**src/hw/isb_params.svh**
```systemverilog
// Constants for the implementation-specific instruction behaviour block.
`ifndef ISB_PARAMS_SVH
`define ISB_PARAMS_SVH
`define ISB_NUM_WINDOWS        8
`define ISB_WIN_BITS           3
`define ISB_PF_L2_LO0          5'h00
`define ISB_PF_L2_HI0          5'h03
`define ISB_PF_NOP_PAGE        5'h04
`define ISB_PF_ILL_LO          5'h05
`define ISB_PF_ILL_HI          5'h0F
`define ISB_PF_L2_LO1          5'h10
`define ISB_PF_L2_HI1          5'h17
`define ISB_PF_INVAL           5'h18
`define ISB_MS_HI_ZERO_LSB     33
`define ISB_MS_CARRY_BIT       32
`define ISB_KSPACE_BE          8'h04
`define ISB_KSPACE_LE          8'h0C
`endif

```
**src/hw/isb_pkg.sv**
```systemverilog
// Types for the implementation-specific instruction behaviour block.
package isb_pkg;
   typedef enum logic [2:0] {
      ISB_PF_NONE,
      ISB_PF_L2,
      ISB_PF_NOP,
      ISB_PF_ILLEGAL,
      ISB_PF_L2_INVAL
   } isb_pf_act_t;
   typedef enum logic [1:0] {
      ISB_WIN_IDLE,
      ISB_WIN_BUSY
   } isb_win_state_t;
endpackage

```
**src/hw/isb_pf_decode.sv**
```systemverilog
// Prefetch function code decoder.
`timescale 1ns/1ns
`include "isb_params.svh"
module isb_pf_decode (
   input  wire logic [4:0]          fcn_i,
   input  wire logic                alt_i,
   input  wire logic                hpriv_i,
   output isb_pkg::isb_pf_act_t     act_o
);
   import isb_pkg::*;
   always_comb begin
      act_o = ISB_PF_NOP;
      if (fcn_i <= `ISB_PF_L2_HI0) begin
         act_o = ISB_PF_L2;
      end else if (fcn_i == `ISB_PF_NOP_PAGE) begin
         act_o = ISB_PF_NOP;
      end else if (fcn_i <= `ISB_PF_ILL_HI) begin
         act_o = ISB_PF_ILLEGAL;
      end else if (fcn_i <= `ISB_PF_L2_HI1) begin
         act_o = ISB_PF_L2;
      end else if (fcn_i == `ISB_PF_INVAL) begin
         // Only the plain form in hyperprivileged mode touches the cache.
         act_o = (!alt_i && hpriv_i) ? ISB_PF_L2_INVAL
                                     : ISB_PF_NOP;
      end
   end
endmodule // isb_pf_decode

```
**src/hw/isb_mulstep.sv**
```systemverilog
// Multiply-step result shaping and extended flags.
`timescale 1ns/1ns
`include "isb_params.svh"
module isb_mulstep (
   input  wire logic [31:0] low_i,
   input  wire logic        icc_c_i,
   output logic [63:0]      rd_o,
   output logic [3:0]       xcc_o
);
   always_comb begin
      rd_o = {31'h00000000, icc_c_i, low_i};
      xcc_o = {1'b0, (rd_o == 64'h0), 1'b0, 1'b0};
   end
endmodule // isb_mulstep

```
**src/hw/isb_core.sv**
```systemverilog
// Trap decisions and state shaping for the core's implementation details.
`timescale 1ns/1ns
`include "isb_params.svh"
// Function
// - Integer register file has eight 64-bit windows per strand.
// - Window counters keep three bits; upper two read bits are zero.
// - Save with a saveable window but no clean window raises a clean-window trap.
// - Multiply-step extended flags: n,v,c zero; z when result is zero.
// - Multiply-step result bits 63:33 zero, bit 32 holds carry.
// - Unhandled subnormals trap unless the nonstandard bit flushes to zero.
// - FP exceptions are precise; underflow judged before rounding.
// - All quad-precision FP operations raise illegal instruction.
// - FP dirty flags set only on successful completion of updates.
// - Queue-not-empty reads zero; reading the queue is illegal.
// - Never raise unimplemented, sequence, hardware or register FP traps.
// - Flush ignores its address and never raises translation traps.
// - Prefetches are weak; translation misses drop them silently.
// - Listed strong and weak prefetch codes prefetch weakly into L2.
// - Codes 5 to F trap illegal; 4 and 19 to 1F are no-ops.
// - Code 18 invalidates an L2 line only in hyperprivileged plain form.
// - Double FP access word aligned but not doubleword aligned traps.
// - Quad FP loads and stores raise illegal instruction.
// - Above trap level zero, fetch and data use kernel spaces.
// - Integer multiply, step and divide execute without emulation traps.
// - Memory ordering is total store order except block operations.
module isb_core #(
   parameter int NUM_WINDOWS = `ISB_NUM_WINDOWS
) (
   input  wire logic        sys_clk_i,
   input  wire logic        rstn_i,
   input  wire logic        win_wr_i,
   input  wire logic [2:0]  win_sel_i,
   input  wire logic [4:0]  win_wdata_i,
   input  wire logic        save_i,
   input  wire logic        restore_i,
   input  wire logic        window_op_a_i,
   input  wire logic        window_op_b_i,
   input  wire logic        multiply_step_op_i,
   input  wire logic [31:0] ms_low_i,
   input  wire logic        ms_icc_c_i,
   input  wire logic        int_muldiv_op_i,
   input  wire logic        fp_op_i,
   input  wire logic        fp_subnormal_unhandled_i,
   input  wire logic        nonstandard_fp_bit_i,
   input  wire logic        fp_ieee_exc_i,
   input  wire logic        fp_quad_op_i,
   input  wire logic        fp_writes_upper_i,
   input  wire logic        fp_writes_lower_i,
   input  wire logic        fp_cond_met_i,
   input  wire logic        fp_complete_i,
   input  wire logic        privileged_reg_read_op_i,
   input  wire logic        rd_fp_deferred_queue_i,
   input  wire logic        flush_op_i,
   input  wire logic        prefetch_op_i,
   input  wire logic        alt_space_prefetch_op_i,
   input  wire logic [4:0]  pf_fcn_i,
   input  wire logic        hpriv_i,
   input  wire logic        xlate_miss_i,
   input  wire logic        fp_double_load_op_i,
   input  wire logic        fp_double_store_op_i,
   input  wire logic        fp_quad_load_op_i,
   input  wire logic        fp_quad_store_op_i,
   input  wire logic [2:0]  ea_low_i,
   input  wire logic        block_mem_op_i,
   input  wire logic [2:0]  trap_level_i,
   input  wire logic        current_little_endian_bit_i,
   input  wire logic [7:0]  primary_space_i,
   output logic [4:0]       current_window_pointer_o,
   output logic [4:0]       saveable_window_count_o,
   output logic [4:0]       restorable_window_count_o,
   output logic [4:0]       clean_window_count_o,
   output logic [4:0]       foreign_window_count_o,
   output logic             clean_window_trap_o,
   output logic [63:0]      ms_rd_o,
   output logic [3:0]       ms_xcc_o,
   output logic             ms_valid_o,
   output logic             illegal_instr_trap_o,
   output logic             incomplete_fp_trap_o,
   output logic             fp_flush_zero_o,
   output logic             fp_underflow_pre_round_o,
   output logic             fp_misc_exception_trap_o,
   output logic             fp_upper_dirty_o,
   output logic             fp_lower_dirty_o,
   output logic             fp_queue_not_empty_o,
   output logic             fp_ldst_misalign_trap_o,
   output logic             invalid_space_access_trap_o,
   output logic             data_translation_miss_trap_o,
   output logic             pf_l2_req_o,
   output logic             pf_l2_inval_o,
   output logic             flush_sync_o,
   output logic [7:0]       fetch_space_o,
   output logic [7:0]       data_space_o,
   output logic             relaxed_order_o,
   output logic             muldiv_exec_o
);
   import isb_pkg::*;

   localparam int WB = `ISB_WIN_BITS;

   logic [WB-1:0] cwp_reg;
   logic [WB-1:0] saveable_window_count_reg;
   logic [WB-1:0] restorable_window_count_reg;
   logic [WB-1:0] clean_window_count_reg;
   logic [WB-1:0] foreign_window_count_reg;
   logic [63:0]   ms_rd;
   logic [3:0]    ms_xcc;
   isb_pf_act_t   pf_act;
   logic          save_ok;
   logic          fp_quad_any;
   logic          pf_illegal;

   isb_mulstep u_mulstep (
      .low_i   (ms_low_i),
      .icc_c_i (ms_icc_c_i),
      .rd_o    (ms_rd),
      .xcc_o   (ms_xcc)
   );

   isb_pf_decode u_pf_decode (
      .fcn_i   (pf_fcn_i),
      .alt_i   (alt_space_prefetch_op_i),
      .hpriv_i (hpriv_i),
      .act_o   (pf_act)
   );

   // A save needs both a saveable window and a clean one.
   assign save_ok = save_i && (saveable_window_count_reg != '0) && (clean_window_count_reg != '0);
   assign fp_quad_any = fp_quad_op_i || fp_quad_load_op_i
                        || fp_quad_store_op_i;
   assign pf_illegal = prefetch_op_i && (pf_act == ISB_PF_ILLEGAL);

   // Window state: the register file has NUM_WINDOWS windows, so the
   // pointer wraps modulo three bits.
   always_ff @(posedge sys_clk_i or negedge rstn_i) begin
      if (!rstn_i) begin
         cwp_reg        <= '0;
         saveable_window_count_reg    <= 3'h6;
         restorable_window_count_reg <= '0;
         clean_window_count_reg   <= 3'h7;
         foreign_window_count_reg   <= '0;
      end else if (win_wr_i) begin
         case (win_sel_i)
            3'h0: cwp_reg <= win_wdata_i[WB-1:0];
            3'h1: saveable_window_count_reg <= win_wdata_i[WB-1:0];
            3'h2: restorable_window_count_reg <= win_wdata_i[WB-1:0];
            3'h3: clean_window_count_reg <= win_wdata_i[WB-1:0];
            3'h4: foreign_window_count_reg <= win_wdata_i[WB-1:0];
            default: cwp_reg <= cwp_reg;
         endcase
      end else if (save_ok) begin
         cwp_reg        <= cwp_reg + 3'h1;
         saveable_window_count_reg    <= saveable_window_count_reg - 3'h1;
         restorable_window_count_reg <= restorable_window_count_reg + 3'h1;
         clean_window_count_reg   <= clean_window_count_reg - 3'h1;
      end else if (restore_i && restorable_window_count_reg != '0) begin
         cwp_reg        <= cwp_reg - 3'h1;
         saveable_window_count_reg    <= saveable_window_count_reg + 3'h1;
         restorable_window_count_reg <= restorable_window_count_reg - 3'h1;
      end else if (window_op_a_i) begin
         saveable_window_count_reg    <= saveable_window_count_reg + 3'h1;
         if (foreign_window_count_reg != '0) begin
            foreign_window_count_reg <= foreign_window_count_reg - 3'h1;
         end else begin
            restorable_window_count_reg <= restorable_window_count_reg - 3'h1;
         end
      end else if (window_op_b_i) begin
         restorable_window_count_reg <= restorable_window_count_reg + 3'h1;
         if (clean_window_count_reg != 3'h7) begin
            clean_window_count_reg <= clean_window_count_reg + 3'h1;
         end
         if (foreign_window_count_reg != '0) begin
            foreign_window_count_reg <= foreign_window_count_reg - 3'h1;
         end else begin
            saveable_window_count_reg <= saveable_window_count_reg - 3'h1;
         end
      end
   end

   // Window readback and trap outputs.
   always_ff @(posedge sys_clk_i or negedge rstn_i) begin
      if (!rstn_i) begin
         current_window_pointer_o  <= '0;
         saveable_window_count_o   <= '0;
         restorable_window_count_o <= '0;
         clean_window_count_o      <= '0;
         foreign_window_count_o    <= '0;
         clean_window_trap_o       <= 1'b0;
      end else begin
         current_window_pointer_o  <= {2'b00, cwp_reg};
         saveable_window_count_o   <= {2'b00, saveable_window_count_reg};
         restorable_window_count_o <= {2'b00, restorable_window_count_reg};
         clean_window_count_o      <= {2'b00, clean_window_count_reg};
         foreign_window_count_o    <= {2'b00, foreign_window_count_reg};
         clean_window_trap_o <= save_i && (saveable_window_count_reg != '0)
                                && (clean_window_count_reg == '0);
      end
   end

   // Integer multiply-step and multiply/divide execution.
   always_ff @(posedge sys_clk_i or negedge rstn_i) begin
      if (!rstn_i) begin
         ms_rd_o       <= '0;
         ms_xcc_o      <= '0;
         ms_valid_o    <= 1'b0;
         muldiv_exec_o <= 1'b0;
      end else begin
         ms_valid_o    <= multiply_step_op_i;
         // Multiply and divide never trap for emulation here.
         muldiv_exec_o <= int_muldiv_op_i || multiply_step_op_i;
         if (multiply_step_op_i) begin
            ms_rd_o  <= ms_rd;
            ms_xcc_o <= ms_xcc;
         end
      end
   end

   // Floating-point trap decisions, all taken in issue order so they
   // stay precise.
   always_ff @(posedge sys_clk_i or negedge rstn_i) begin
      if (!rstn_i) begin
         incomplete_fp_trap_o     <= 1'b0;
         fp_flush_zero_o          <= 1'b0;
         fp_underflow_pre_round_o <= 1'b0;
         fp_misc_exception_trap_o <= 1'b0;
         fp_queue_not_empty_o     <= 1'b0;
      end else begin
         incomplete_fp_trap_o <= fp_op_i && fp_subnormal_unhandled_i
                                 && !nonstandard_fp_bit_i;
         fp_flush_zero_o <= fp_op_i && fp_subnormal_unhandled_i
                            && nonstandard_fp_bit_i;
         // The unit flags underflow from the unrounded value.
         fp_underflow_pre_round_o <= fp_op_i && fp_ieee_exc_i;
         // Only the incomplete-operation type is ever raised.
         fp_misc_exception_trap_o <= fp_op_i && fp_subnormal_unhandled_i
                                     && !nonstandard_fp_bit_i;
         fp_queue_not_empty_o <= 1'b0;
      end
   end

   // Illegal-instruction collection.
   always_ff @(posedge sys_clk_i or negedge rstn_i) begin
      if (!rstn_i) begin
         illegal_instr_trap_o <= 1'b0;
      end else begin
         illegal_instr_trap_o <= fp_quad_op_i
            || fp_quad_load_op_i || fp_quad_store_op_i
            || (privileged_reg_read_op_i && rd_fp_deferred_queue_i)
            || pf_illegal;
      end
   end

   // Dirty flags are sticky and change only on a clean completion.
   always_ff @(posedge sys_clk_i or negedge rstn_i) begin
      if (!rstn_i) begin
         fp_upper_dirty_o <= 1'b0;
         fp_lower_dirty_o <= 1'b0;
      end else if (fp_complete_i && fp_cond_met_i && !fp_quad_any
                   && !(fp_subnormal_unhandled_i && !nonstandard_fp_bit_i)
                   && !fp_ieee_exc_i) begin
         if (fp_writes_upper_i) begin
            fp_upper_dirty_o <= 1'b1;
         end
         if (fp_writes_lower_i) begin
            fp_lower_dirty_o <= 1'b1;
         end
      end
   end

   // Memory operations: alignment, flush, prefetch.
   always_ff @(posedge sys_clk_i or negedge rstn_i) begin
      if (!rstn_i) begin
         fp_ldst_misalign_trap_o      <= 1'b0;
         invalid_space_access_trap_o  <= 1'b0;
         data_translation_miss_trap_o <= 1'b0;
         pf_l2_req_o                  <= 1'b0;
         pf_l2_inval_o                <= 1'b0;
         flush_sync_o                 <= 1'b0;
      end else begin
         fp_ldst_misalign_trap_o <= (fp_double_load_op_i
            || fp_double_store_op_i)
            && (ea_low_i[1:0] == 2'b00) && ea_low_i[2];
         // Flush and prefetch never report translation faults.
         invalid_space_access_trap_o  <= 1'b0;
         data_translation_miss_trap_o <= xlate_miss_i && !flush_op_i
            && !prefetch_op_i && !fp_quad_any;
         pf_l2_req_o <= prefetch_op_i && !xlate_miss_i
            && (pf_act == ISB_PF_L2);
         pf_l2_inval_o <= prefetch_op_i && !xlate_miss_i
            && (pf_act == ISB_PF_L2_INVAL);
         flush_sync_o <= flush_op_i;
      end
   end

   // Implicit address spaces and ordering model.
   always_ff @(posedge sys_clk_i or negedge rstn_i) begin
      if (!rstn_i) begin
         fetch_space_o   <= `ISB_KSPACE_BE;
         data_space_o    <= `ISB_KSPACE_BE;
         relaxed_order_o <= 1'b0;
      end else begin
         if (trap_level_i != 3'h0) begin
            fetch_space_o <= `ISB_KSPACE_BE;
            data_space_o  <= current_little_endian_bit_i ?
                             `ISB_KSPACE_LE : `ISB_KSPACE_BE;
         end else begin
            fetch_space_o <= primary_space_i;
            data_space_o  <= primary_space_i;
         end
         relaxed_order_o <= block_mem_op_i;
      end
   end
endmodule // isb_core

```
**config.mk**
```make
export PLATFORM = sky130hd
export DESIGN_NAME = isb_core
export DESIGN_NICKNAME = d
export VERILOG_FILES = /design/src/hw/isb_pkg.sv /design/src/hw/isb_pf_decode.sv /design/src/hw/isb_mulstep.sv /design/src/hw/isb_core.sv
export VERILOG_INCLUDE_DIRS = /design/src /design/src/hw
export SDC_FILE = /design/constraint.sdc
export NUM_CORES = 1
export LEC_CHECK = 0
export BUFFER_PORTS_ARGS = -buffer_cell sky130_fd_sc_hd__buf_2
export CORE_UTILIZATION = 30
export CTS_CLUSTER_SIZE = 28
export DETAILED_ROUTE_END_ITERATION = 8
export PLACE_DENSITY_LB_ADDON = 0.1
export SLEW_MARGIN = 0
export SYNTH_ARGS = -nofsm -noshare
export SYNTH_HDL_FRONTEND = slang
export SYNTH_SLANG_ARGS = --single-unit
export TNS_END_PERCENT = 50
```
**constraint.sdc**
```tcl
create_clock -name sys_clk_i -period 6.54 [get_ports sys_clk_i]
set_clock_uncertainty 0.15 [all_clocks]
set_input_delay 0.654 -clock sys_clk_i [delete_from_list [all_inputs] [get_ports sys_clk_i]]
set_output_delay 0.654 -clock sys_clk_i [all_outputs]
set_load 0.01 [all_outputs]
```
==> flow_results.xml, run 1 <==
<?xml version="1.0" encoding="UTF-8"?>
<metrics>
  <group name="routing">
    <metric name="dr_total_vias" unit="">3083</metric>
    <metric name="routed_wirelength" unit="mm">9.62</metric>
    <metric name="drt_iter0_markers" unit="">138</metric>
    <metric name="routed_wire_length_per_instance" unit="µm">13.6</metric>
    <metric name="avgViaCountPerCell" unit="">4.37</metric>
    <metric name="firstDrtPassIters" unit="">4</metric>
    <metric name="final_antenna_net_count" unit="">0</metric>
    <metric name="drc_errors" unit="">0</metric>
  </group>
  <group name="critical_path">
    <metric name="crit_path_max_incr_delay" unit="ps">550</metric>
    <metric name="worst-endpoint-required" unit="ps">6640</metric>
    <metric name="critical_path.startpoint_type" unit="">register</metric>
    <metric name="rrSetupSlack" unit="ps">3780</metric>
    <metric name="regToRegEndpoint" unit="">clean_window_count_reg[2]$_DFFE_PN1P_</metric>
    <metric name="r2r.worst_path.cells" unit="">10</metric>
    <metric name="worst_ep_arrival_time" unit="ps">2860</metric>
    <metric name="worst-path-max-fanout" unit="">8</metric>
    <metric name="classification_of_the_worst_setup_path" unit="">reg -&gt; reg</metric>
    <metric name="worst_path_max_delay_cell" unit="">dfstp_2</metric>
    <metric name="crit_top_cell" unit="">ha_1</metric>
    <metric name="critical_path.cell_chain" unit="">inv_1 -&gt; ha_1 -&gt; ha_1 -&gt; nand2b_4 -&gt; nor2_4 -&gt; inv_4 -&gt; fa_1 -&gt; nor3_1 -&gt; a21oi_1 -&gt; o311ai_1</metric>
    <metric name="startpoint_of_the_lowest_slack_register_to_register_path" unit="">saveable_window_count_reg[1]$_DFFE_PN1P_</metric>
    <metric name="setup.worst_path.end_class" unit="">register</metric>
  </group>
  <group name="sta">
    <metric name="drv_slew" unit="">0</metric>
    <metric name="timing_worst_slew_pin_value" unit="ps">774</metric>
    <metric name="max_freq" unit="MHz">362</metric>
    <metric name="max-slew-margin-rel" unit="">0.484</metric>
    <metric name="setup_viol" unit="">0</metric>
    <metric name="period_minus_slack" unit="ps">2760</metric>
    <metric name="grt_setup_unrepaired" unit="">false</metric>
    <metric name="setup-tns-final" unit="ps">0</metric>
    <metric name="hold_viol_final" unit="">0</metric>
    <metric name="timing.final.crit_share" unit="">0.422</metric>
  </group>
  <group name="global_route">
    <metric name="number_of_antenna_violations_at_the_first_check_in_global_routing" unit="">0</metric>
    <metric name="grt_first_pass_wirelength" unit="mm">15.2</metric>
    <metric name="globalRouteOverflowTotal" unit="">0</metric>
    <metric name="grt_max_degree" unit="">49</metric>
    <metric name="grt_overall_usage" unit="">0.139</metric>
    <metric name="first_global_vias" unit="">3067</metric>
  </group>
  <group name="clocking">
    <metric name="cts_tree" unit="">yes</metric>
    <metric name="cts.reportedPaths.clkPinSlew" unit="ps">60</metric>
    <metric name="cts_hold_buffers" unit="">0</metric>
    <metric name="cts_buffers" unit="">9</metric>
    <metric name="cts_post_setup_buffers_inserted" unit="">0</metric>
    <metric name="cts-resized-gates" unit="">0</metric>
    <metric name="ctsHtreeMaxLevel" unit="">3</metric>
    <metric name="clock_tree.buffer_depth" unit="">2</metric>
    <metric name="worstSkewPairLatency" unit="ps">340</metric>
    <metric name="cts.sink_count" unit="">88</metric>
    <metric name="clock_tree_root" unit="">clkbuf_16</metric>
  </group>
  <group name="yosys">
    <metric name="synth_seq_area_share" unit="">0.524</metric>
    <metric name="synthDistinctLibCells" unit="">60</metric>
    <metric name="synthesis.instances" unit="">359</metric>
    <metric name="synth_warnings" unit="">0</metric>
    <metric name="synth.avg_cell_area" unit="µm²">11.7</metric>
    <metric name="synth_enable_flop_cells" unit="">0</metric>
    <metric name="synth.ff_latch_count" unit="">88</metric>
    <metric name="synthesis.area" unit="mm²">0.00422</metric>
    <metric name="postSynth.asyncResetShare" unit="">1.00</metric>
    <metric name="synthFlopType" unit="">dfrtp_1</metric>
  </group>
  <group name="floorplanning">
    <metric name="floorplan.rows" unit="">42</metric>
    <metric name="horiz_die_dim" unit="µm">121</metric>
    <metric name="die_height" unit="µm">121</metric>
    <metric name="die_area" unit="mm²">0.0145</metric>
    <metric name="core_area" unit="mm²">0.0135</metric>
    <metric name="ios" unit="">218</metric>
    <metric name="start_util" unit="">0.314</metric>
  </group>
  <group name="layout">
    <metric name="multiInputGateArea" unit="mm²">0.00168</metric>
    <metric name="area_growth" unit="%">26.9</metric>
    <metric name="max_reg_flops" unit="">33</metric>
    <metric name="final_design_area_no_fill" unit="mm²">0.00535</metric>
    <metric name="layout_cell_share_with_drive_strength_beyond_1" unit="">0.458</metric>
    <metric name="layout.cells.most_common" unit="">buf_2</metric>
    <metric name="post-route-util" unit="">0.398</metric>
    <metric name="regMostFlops" unit="">ms_rd_o</metric>
    <metric name="n_fill_cell" unit="">1365</metric>
    <metric name="largestRegisters" unit="">ms_rd_o x33, data_space_o x8</metric>
    <metric name="register_area" unit="mm²">0.00221</metric>
    <metric name="antenna-diode-count" unit="">0</metric>
    <metric name="mostFrequentLayoutCells" unit="">buf_2, dfrtp_1, conb_1, mux2_2, nor2_1</metric>
    <metric name="nets" unit="">626</metric>
  </group>
  <group name="status">
    <metric name="run_status" unit="">finished clean</metric>
  </group>
  <group name="placed_design">
    <metric name="dp_hpwl" unit="mm">7.31</metric>
    <metric name="detailed_place.area" unit="mm²">0.00503</metric>
    <metric name="buffer_ports.inserted" unit="">169</metric>
    <metric name="routabilityCongestion" unit="">0.795</metric>
  </group>
  <group name="min_path">
    <metric name="hp-class" unit="">in -&gt; async</metric>
  </group>
  <group name="power_and_ir_drop">
    <metric name="vdd.ir_drop.worst" unit="V">0.000146</metric>
    <metric name="power_density" unit="mW/mm²">333</metric>
    <metric name="leakagePower" unit="nW">2.67</metric>
    <metric name="fin_total_pwr" unit="mW">1.78</metric>
  </group>
  <group name="run">
    <metric name="drv.max_cap_violation_count" unit="">0</metric>
  </group>
</metrics>
layout make-up:
type                    count  share of cell area
flip-flops and latches     88               0.413
multi-input cells         240               0.314
repair buffers            171               0.161
clock buffers              10              0.0428
well taps                 176              0.0411
clock inverters             6              0.0171
inverters                  15              0.0110
logic make-up (layout without fill, tap and decap cells):
logic type,count (synthesis),after routing,share of synthesized area
AO/OA/AOI/OAI,45,45,0.0748
AND/OR/NAND/NOR,95,95,0.136
other,1,46,0.000889
XOR/XNOR,4,4,0.00831
multiplexers,40,40,0.106
flip-flops,88,88,0.524
adder cells (fa/ha/maj),10,10,0.0332
buffers and inverters,76,202,0.117
stage by stage:
| step | hold slack [ps] | instances | setup WS [ps] |
|---|---|---|---|
| 2_1_floorplan | 208 | 404 | 4030 |
| 3_3_place_gp | 238 | 690 | 3790 |
| 3_5_place_dp | 241 | 690 | 3780 |
| 4_1_cts | 149 | 706 | 3770 |
| 5_1_grt | 165 | 706 | 3570 |
| 6_report | 132 | 706 | 3780 |
synthesized netlist by cell type (2+ instances only):
library cell,n,share of area
o21a_1,2,0.0036
buf_2,4,0.0047
dfstp_2,6,0.037
fa_1,2,0.0095
and3_1,4,0.0059
nor2_1,18,0.016
ha_1,8,0.024
o22ai_1,2,0.0030
nor3_4,2,0.0077
a211oi_1,3,0.0053
nand2_1,13,0.012
nand3b_1,3,0.0053
o21ai_1,7,0.0083
nor2b_1,4,0.0059
o211ai_1,2,0.0036
a21o_1,3,0.0053
nor3_2,2,0.0047
a221o_1,2,0.0047
mux2_2,35,0.093
and2_1,8,0.012
mux2_1,2,0.0053
o21ai_0,5,0.0059
mux2i_1,3,0.0071
nand3_1,5,0.0059
buf_1,2,0.0018
nand4_1,2,0.0030
nor4_1,7,0.010
a221oi_1,2,0.0042
dfrtp_1,82,0.49
nor4b_1,2,0.0042
a21oi_1,9,0.011
xnor2_1,3,0.0062
nand2b_1,5,0.0074
nor3_1,9,0.011
inv_1,13,0.012
buf_4,54,0.096
critical path: cells and delay by family (launching register included):
| kind | cells | cell delay, ps |
|---|---|---|
| AOI/OAI and AO/OA | 2 | 340 |
| adders and majority gates | 3 | 770 |
| buffers and inverters | 2 | 150 |
| DFF | 1 | 550 |
| and+or+nand+nor | 3 | 690 |
report_power, final:
part	switching [mW]	internal [mW]	leakage [nW]
sequential	0.0776	0.668	1.05
clock	0.218	0.337	0.157
combinational	0.263	0.220	1.46
per-layer routing:
layer  part of all wire  vias to the layer above  global-route usage
met1               0.44                     1455               0.168
li1                   -                     1489                   -
met4              0.015                        0              0.0455
met5                  0                        -                   0
met3              0.073                       13              0.0476
met2               0.47                      126               0.230
how the worst max path moves through the flow:
stage | from | end | cells after the start
after floorplan | saveable_window_count_reg[1]$_DFFE_PN1P_ | clean_window_count_reg[2]$_DFFE_PN1P_ | 10
after global placement | saveable_window_count_reg[1]$_DFFE_PN1P_ | clean_window_count_reg[2]$_DFFE_PN1P_ | 11
after detailed placement | saveable_window_count_reg[1]$_DFFE_PN1P_ | clean_window_count_reg[2]$_DFFE_PN1P_ | 10
after CTS | saveable_window_count_reg[1]$_DFFE_PN1P_ | clean_window_count_reg[2]$_DFFE_PN1P_ | 10
after global routing | saveable_window_count_reg[1]$_DFFE_PN1P_ | clean_window_count_reg[2]$_DFFE_PN1P_ | 11
final | saveable_window_count_reg[1]$_DFFE_PN1P_ | clean_window_count_reg[2]$_DFFE_PN1P_ | 10
(Power assumes the default switching activity.)
==> inputs of run 2 (changes only) <==
==> constraint.sdc (replaced) <==
create_clock -name sys_clk_i -period 2.5 [get_ports sys_clk_i]
set_clock_uncertainty 0.15 [all_clocks]
set_input_delay 0.25 -clock sys_clk_i [delete_from_list [all_inputs] [get_ports sys_clk_i]]
set_output_delay 0.25 -clock sys_clk_i [all_outputs]
set_load 0.01 [all_outputs]
==> run 2 against run 1 <==
- core utilization grew 4.3 points
- clock-buffer cell count unchanged
- clock power grew to 2.5 times the previous value
- fmax grew 16%
- flip-flop and latch count unchanged
- worst setup slack got worse by 3700 ps
- register-to-register slack got worse by 3700 ps
- largest cell class unchanged
- highest routed layer unchanged
==> flow_results.xml, run 2 (synthesis results as in run 1) <==
<?xml version="1.0" encoding="UTF-8"?>
<metrics>
  <group name="power_and_ir_drop">
    <metric name="power.clock.fraction" unit="">0.298</metric>
    <metric name="switching_power_total" unit="mW">1.49</metric>
    <metric name="p_seq_frac" unit="">0.413</metric>
    <metric name="p_comb_frac" unit="">0.289</metric>
    <metric name="leakagePower" unit="nW">2.91</metric>
    <metric name="internal_power" unit="mW">3.21</metric>
    <metric name="power_density" unit="mW/mm²">794</metric>
    <metric name="power_switching_share" unit="">0.317</metric>
    <metric name="vdd.ir_drop.worst" unit="V">0.000476</metric>
  </group>
  <group name="layout">
    <metric name="largestRegisters" unit="">ms_rd_o x33, data_space_o x8</metric>
    <metric name="nets" unit="">683</metric>
    <metric name="final_design_area_no_fill" unit="mm²">0.00593</metric>
    <metric name="antenna-diode-count" unit="">0</metric>
    <metric name="layout.cells.most_common" unit="">buf_2</metric>
    <metric name="regMostFlops" unit="">ms_rd_o</metric>
    <metric name="n_fill_cell" unit="">1296</metric>
    <metric name="mostFrequentLayoutCells" unit="">buf_2, dfrtp_1, dlygate4sd3_1, conb_1, mux2_2</metric>
    <metric name="max_reg_flops" unit="">33</metric>
    <metric name="layout_cell_share_with_drive_strength_beyond_1" unit="">0.426</metric>
    <metric name="area_growth" unit="%">40.5</metric>
  </group>
  <group name="routing">
    <metric name="avgViaCountPerCell" unit="">4.33</metric>
    <metric name="drt_iter0_markers" unit="">104</metric>
    <metric name="drc_errors" unit="">0</metric>
    <metric name="firstDrtPassIters" unit="">4</metric>
    <metric name="final_antenna_net_count" unit="">0</metric>
    <metric name="routed_wire_length_per_instance" unit="µm">13.2</metric>
    <metric name="dr_total_vias" unit="">3307</metric>
    <metric name="routed_wirelength" unit="mm">10.1</metric>
  </group>
  <group name="floorplanning">
    <metric name="ios" unit="">218</metric>
    <metric name="die_area" unit="mm²">0.0145</metric>
    <metric name="floorplan.rows" unit="">42</metric>
    <metric name="die_height" unit="µm">121</metric>
    <metric name="horiz_die_dim" unit="µm">121</metric>
    <metric name="start_util" unit="">0.314</metric>
    <metric name="core_area" unit="mm²">0.0135</metric>
  </group>
  <group name="global_route">
    <metric name="grt_first_pass_wirelength" unit="mm">16.3</metric>
    <metric name="first_global_vias" unit="">3302</metric>
    <metric name="number_of_antenna_violations_at_the_first_check_in_global_routing" unit="">0</metric>
    <metric name="globalRouteOverflowTotal" unit="">0</metric>
    <metric name="grt_overall_usage" unit="">0.145</metric>
    <metric name="grt_max_degree" unit="">62</metric>
  </group>
  <group name="min_path">
    <metric name="holdPathStages" unit="">3</metric>
    <metric name="hp-class" unit="">in -&gt; reg</metric>
  </group>
  <group name="clocking">
    <metric name="cts_buffers" unit="">9</metric>
    <metric name="ctsHtreeMaxLevel" unit="">3</metric>
    <metric name="cts.sink_count" unit="">88</metric>
    <metric name="clock_tree_root" unit="">clkbuf_16</metric>
    <metric name="worstSkewPairLatency" unit="ps">340</metric>
    <metric name="cts.reportedPaths.clkPinSlew" unit="ps">60</metric>
    <metric name="clock_tree.buffer_depth" unit="">2</metric>
    <metric name="cts_tree" unit="">yes</metric>
  </group>
  <group name="critical_path">
    <metric name="r2r.worst_path.cells" unit="">11</metric>
    <metric name="worst-endpoint-required" unit="ps">2590</metric>
    <metric name="critical_path.startpoint_type" unit="">register</metric>
    <metric name="startpoint_of_the_lowest_slack_register_to_register_path" unit="">saveable_window_count_reg[1]$_DFFE_PN1P_</metric>
    <metric name="regToRegEndpoint" unit="">clean_window_count_reg[2]$_DFFE_PN1P_</metric>
    <metric name="classification_of_the_worst_setup_path" unit="">reg -&gt; reg</metric>
    <metric name="worst-path-max-fanout" unit="">5</metric>
    <metric name="worst_ep_arrival_time" unit="ps">2470</metric>
    <metric name="setup.worst_path.end_class" unit="">register</metric>
    <metric name="timing.critical_path.from" unit="">saveable_window_count_reg[1]$_DFFE_PN1P_</metric>
    <metric name="rrSetupSlack" unit="ps">120</metric>
    <metric name="setup.worst_path.end" unit="">clean_window_count_reg[2]$_DFFE_PN1P_</metric>
  </group>
  <group name="placed_design">
    <metric name="detailed_place.area" unit="mm²">0.00508</metric>
    <metric name="buffer_ports.inserted" unit="">169</metric>
    <metric name="dp_hpwl" unit="mm">7.40</metric>
    <metric name="placement.setup.worst_slack" unit="ps">14.7</metric>
    <metric name="routabilityCongestion" unit="">0.825</metric>
  </group>
  <group name="sta">
    <metric name="grt_setup_unrepaired" unit="">true</metric>
    <metric name="hold_viol_final" unit="">0</metric>
    <metric name="max_freq" unit="MHz">420</metric>
    <metric name="fin_ws" unit="ps">120</metric>
    <metric name="timing.final.crit_share" unit="">0.952</metric>
    <metric name="drv_slew" unit="">0</metric>
    <metric name="period_minus_slack" unit="ps">2380</metric>
    <metric name="setup_viol" unit="">0</metric>
  </group>
  <group name="run">
    <metric name="drv.max_cap_violation_count" unit="">0</metric>
  </group>
  <group name="status">
    <metric name="run_status" unit="">finished clean</metric>
  </group>
</metrics>
==> run 2: changes by cell type in the layout (fill, tap and decap cells not counted), sizes merged <==
cell	before	now
dlygate4sd3	0	53
bufinv	2	1
buf	171	175
inv	17	18
==> run 2: worst min-delay path by stage <==
| stage | from | endpoint | slack (ps) |
|---|---|---|---|
| 6_report | fp_quad_store_op_i | illegal_instr_trap_o$_DFF_PN0_ | 10 |
| 5_1_grt | ms_low_i[4] | ms_rd_o[4]$_DFFE_PN0P_ | 10 |
| 4_1_cts | ms_low_i[24] | ms_rd_o[24]$_DFFE_PN0P_ | 0.1 |
| 3_5_place_dp | rstn_i | muldiv_exec_o$_DFF_PN0_ | 50 |
| 3_3_place_gp | rstn_i | ms_rd_o[24]$_DFFE_PN0P_ | 50 |
| 2_1_floorplan | rstn_i | clean_window_count_o[0]$_DFF_PN0_ | -200 |
==> run 2: metal layers <==
layer / GRT usage / share of wire / vias to the layer above / wire [µm]
met1: 0.177 / 0.44 / 1556 / 4440
met4: 0.0455 / 0.017 / 0 / 167
met3: 0.0462 / 0.070 / 13 / 708
met2: 0.244 / 0.47 / 129 / 4780
li1: - / - / 1609 / -
met5: 0 / 0 / - / 0
==> run 2: power by group through the flow <==
stage	logic, mW	clock network (mW)	registers [mW]
global route	1.54	1.52	2.00
floorplan	0.770	0	2.04
CTS	1.38	1.47	1.95
detailed placement	1.30	0	1.97
global placement	1.30	0	1.97
finish	1.36	1.40	1.95
==> run 2: cell type report <==
cell class                      instances  area (µm²)  area share
Clock inverter                          6        73.8      0.0125
Multi-Input combinational cell        240        1690       0.285
Sequential cell                        88        2210       0.373
Clock buffer                           10         239      0.0403
Tap cell                              176         220      0.0372
Timing Repair Buffer                  228        1440       0.242
Inverter                               15        58.8     0.00992
==> run 2: what timing repair did <==
action                                  CTS  global route
endpoints found under the hold margin    73             1
endpoints found under the setup margin    1             2
hold buffers                             52             1
buffers inserted                          0             0
pin swaps                                 0             1
resized for setup                         1             1
==> run 2: per-stage QoR <==
| step | total power, mW | hold slack [ps] | util | cells | setup TNS (ps) |
|---|---|---|---|---|---|
| floorplan | 2.81 | -196 | - | 404 | 0 |
| detailed placement | 3.28 | 48.9 | 0.377 | 694 | 0 |
| global route | 5.06 | 10.6 | 0.441 | 763 | -22.2 |
| CTS | 4.79 | 0.105 | 0.440 | 762 | 0 |
| finish | 4.71 | 13.2 | 0.441 | 763 | 0 |
| global placement | 3.26 | 45.7 | 0.377 | 694 | 0 |
==> run 2: critical path, stage by stage, from the launching register on <==
cell	delay [ps]
dfstp_2	530
inv_1	40
ha_1	170
ha_1	200
nand2b_4	160
nor2_4	110
inv_4	60
fa_1	380
and3_1	170
a31oi_1	150
o21ai_1	70
o311ai_1	90
==> inputs of run 3 (changes only) <==
--- a/config.mk
+++ b/config.mk
@@ -8,9 +8,9 @@
 export LEC_CHECK = 0
 export BUFFER_PORTS_ARGS = -buffer_cell sky130_fd_sc_hd__buf_2
 export CORE_UTILIZATION = 30
+export CTS_BUF_LIST = sky130_fd_sc_hd__clkbuf_16
 export CTS_CLUSTER_SIZE = 28
 export DETAILED_ROUTE_END_ITERATION = 8
-export PLACE_DENSITY_LB_ADDON = 0.1
 export SLEW_MARGIN = 0
 export SYNTH_ARGS = -nofsm -noshare
 export SYNTH_HDL_FRONTEND = slang
==> run 3 against run 2 <==
- non-clock buffer count fell by 26
- fmax rose by 2.8%
- hold slack improved by 2.2 ps
- clock power rose by 7%
- largest power group unchanged
- via count fell by 0.88%
- combinational power barely moved
- register-to-register slack improved by 70 ps
- global-route usage fell by 0.55 points
- critical path depth did not move
==> flow_results.xml, run 3 (synthesis results as in run 1) <==
<?xml version="1.0" encoding="UTF-8"?>
<metrics>
  <group name="floorplanning">
    <metric name="floorplan.rows" unit="">42</metric>
    <metric name="core_area" unit="mm²">0.0135</metric>
    <metric name="die_height" unit="µm">121</metric>
    <metric name="die_area" unit="mm²">0.0145</metric>
    <metric name="ios" unit="">218</metric>
    <metric name="start_util" unit="">0.314</metric>
    <metric name="horiz_die_dim" unit="µm">121</metric>
  </group>
  <group name="placed_design">
    <metric name="placement.setup.worst_slack" unit="ps">47.3</metric>
    <metric name="placed_cells" unit="">694</metric>
    <metric name="routabilityCongestion" unit="">0.878</metric>
    <metric name="dp_hpwl" unit="mm">7.48</metric>
    <metric name="buffer_ports.inserted" unit="">169</metric>
  </group>
  <group name="status">
    <metric name="run_status" unit="">finished clean</metric>
  </group>
  <group name="global_route">
    <metric name="grt_max_degree" unit="">46</metric>
    <metric name="grt_first_pass_wirelength" unit="mm">15.4</metric>
    <metric name="globalRouteOverflowTotal" unit="">0</metric>
    <metric name="grt_overall_usage" unit="">0.140</metric>
    <metric name="first_global_vias" unit="">3167</metric>
    <metric name="number_of_antenna_violations_at_the_first_check_in_global_routing" unit="">0</metric>
  </group>
  <group name="critical_path">
    <metric name="critical_path.startpoint_type" unit="">register</metric>
    <metric name="worst-endpoint-required" unit="ps">2610</metric>
    <metric name="worst_path_max_delay_cell" unit="">dfstp_2</metric>
    <metric name="startpoint_of_the_lowest_slack_register_to_register_path" unit="">saveable_window_count_reg[1]$_DFFE_PN1P_</metric>
    <metric name="timing.critical_path.from" unit="">saveable_window_count_reg[1]$_DFFE_PN1P_</metric>
    <metric name="crit_path_max_incr_delay" unit="ps">520</metric>
    <metric name="critical_path.cell_chain" unit="">inv_1 -&gt; ha_1 -&gt; ha_1 -&gt; nand2b_4 -&gt; nor2_4 -&gt; inv_4 -&gt; fa_2 -&gt; a211oi_2 -&gt; a21oi_1 -&gt; xor2_1 -&gt; o21ai_1</metric>
    <metric name="setup.worst_path.end_class" unit="">register</metric>
    <metric name="worst-path-max-fanout" unit="">5</metric>
    <metric name="worst_ep_arrival_time" unit="ps">2430</metric>
    <metric name="classification_of_the_worst_setup_path" unit="">reg -&gt; reg</metric>
    <metric name="crit_top_cell" unit="">ha_1</metric>
  </group>
  <group name="routing">
    <metric name="drt_iter0_markers" unit="">118</metric>
    <metric name="firstDrtPassIters" unit="">4</metric>
    <metric name="drc_errors" unit="">0</metric>
    <metric name="routed_wire_length_per_instance" unit="µm">13.5</metric>
    <metric name="dr_total_vias" unit="">3278</metric>
    <metric name="final_antenna_net_count" unit="">0</metric>
    <metric name="routed_wirelength" unit="mm">9.97</metric>
    <metric name="avgViaCountPerCell" unit="">4.45</metric>
  </group>
  <group name="sta">
    <metric name="hold_viol_final" unit="">0</metric>
    <metric name="max-slew-margin-rel" unit="">0.616</metric>
    <metric name="period_minus_slack" unit="ps">2310</metric>
    <metric name="max_freq" unit="MHz">432</metric>
    <metric name="timing_worst_slew_pin_value" unit="ps">576</metric>
    <metric name="setup-tns-final" unit="ps">0</metric>
    <metric name="drv_slew" unit="">0</metric>
    <metric name="timing.final.crit_share" unit="">0.926</metric>
    <metric name="hold_ws" unit="ps">15.4</metric>
    <metric name="fin_ws" unit="ps">185</metric>
    <metric name="setup_viol" unit="">0</metric>
    <metric name="grt_setup_unrepaired" unit="">false</metric>
  </group>
  <group name="layout">
    <metric name="layout.cells.most_common" unit="">buf_2</metric>
    <metric name="layoutNonFillerInstCount" unit="">737</metric>
    <metric name="layout_cell_share_with_drive_strength_beyond_1" unit="">0.444</metric>
    <metric name="regMostFlops" unit="">ms_rd_o</metric>
    <metric name="nets" unit="">657</metric>
    <metric name="max_reg_flops" unit="">33</metric>
    <metric name="area_growth" unit="%">35.0</metric>
    <metric name="n_fill_cell" unit="">1281</metric>
    <metric name="multiInputGateArea" unit="mm²">0.00169</metric>
    <metric name="mostFrequentLayoutCells" unit="">buf_2, dfrtp_1, conb_1, mux2_2, dlygate4sd3_1</metric>
    <metric name="register_area" unit="mm²">0.00221</metric>
    <metric name="largestRegisters" unit="">ms_rd_o x33, data_space_o x8</metric>
    <metric name="antenna-diode-count" unit="">0</metric>
  </group>
  <group name="clocking">
    <metric name="ctsHtreeMaxLevel" unit="">3</metric>
    <metric name="cts_tree" unit="">yes</metric>
    <metric name="worstSkewPairLatency" unit="ps">340</metric>
    <metric name="cts.reportedPaths.clkPinSlew" unit="ps">60</metric>
    <metric name="clock_tree_root" unit="">clkbuf_16</metric>
    <metric name="cts_buffers" unit="">9</metric>
    <metric name="cts_post_setup_buffers_inserted" unit="">0</metric>
    <metric name="cts.sink_count" unit="">88</metric>
    <metric name="clock_tree.buffer_depth" unit="">2</metric>
  </group>
  <group name="power_and_ir_drop">
    <metric name="p_comb_frac" unit="">0.282</metric>
    <metric name="power_density" unit="mW/mm²">843</metric>
    <metric name="vdd.ir_drop.worst" unit="V">0.000395</metric>
    <metric name="power_switching_share" unit="">0.303</metric>
    <metric name="p_seq_frac" unit="">0.406</metric>
    <metric name="fin_total_pwr" unit="mW">4.80</metric>
    <metric name="switching_power_total" unit="mW">1.45</metric>
    <metric name="leakagePower" unit="nW">2.82</metric>
    <metric name="internal_power" unit="mW">3.35</metric>
    <metric name="power.clock.fraction" unit="">0.312</metric>
  </group>
  <group name="min_path">
    <metric name="hp-class" unit="">in -&gt; reg</metric>
    <metric name="worstHoldStart" unit="">ms_icc_c_i</metric>
  </group>
  <group name="run">
    <metric name="drv.max_cap_violation_count" unit="">0</metric>
  </group>
</metrics>
run 3: critical path: cells and delay by family, from the launching register on:
family	cells	cell delay, ps
AOI/OAI and AO/OA	3	350
xor gates and xnor gates	1	140
adders and majority gates	3	710
buffers and inverters	2	100
DFF	1	520
and+or+nand+nor	2	270
run 3: path summary, 6_finish.rpt:
check	endpoint	slack, ps	cells past startpoint
setup / recovery	cwp_reg[2]$_DFFE_PN0P_	190	11
hold / removal	ms_rd_o[32]$_DFFE_PN0P_	20	2
setup reg to reg	cwp_reg[2]$_DFFE_PN0P_	190	11
hold reg to reg	foreign_window_count_o[1]$_DFF_PN0_	260	0
max in group asynchronous	saveable_window_count_reg[1]$_DFFE_PN1P_	1190	3
min in group asynchronous	ms_rd_o[0]$_DFFE_PN0P_	320	2
run 3: routing by layer:
layer | part of all wire | track usage
met1 | 0.41 | 0.164
met2 | 0.47 | 0.229
met3 | 0.091 | 0.0500
met4 | 0.024 | 0.0617
met5 | 0 | 0
run 3: area by class of cell:
cell class	instances	share of cell area
sequential	88	0.388
multi-input combinational	240	0.297
timing repair buffer	202	0.207
clock buffer	9	0.0396
tap	176	0.0387
clock inverter	7	0.0196
inverter	15	0.0103
run 3: power by group through the flow:
stage	Clock [mW]	Sequential, mW	Combinational [mW]
after global placement	0	1.97	1.29
after global routing	1.62	2.00	1.51
after detailed placement	0	1.98	1.32
after CTS	1.55	1.95	1.36
final	1.50	1.95	1.35
after floorplan	0	2.04	0.770
run 3: metrics by stage:
step,cell area [µm²],utilization
finish,5690,0.423
global route,5690,0.423
CTS,5670,0.422
detailed placement,5080,0.377
global placement,5080,0.377
floorplan,4390,-
run 3: timing repair:
item / CTS / global route
hold endpoints to repair: 64 / 1
resized for setup: 0 / 3
setup endpoints to repair: 0 / 2
hold buffers: 26 / 1
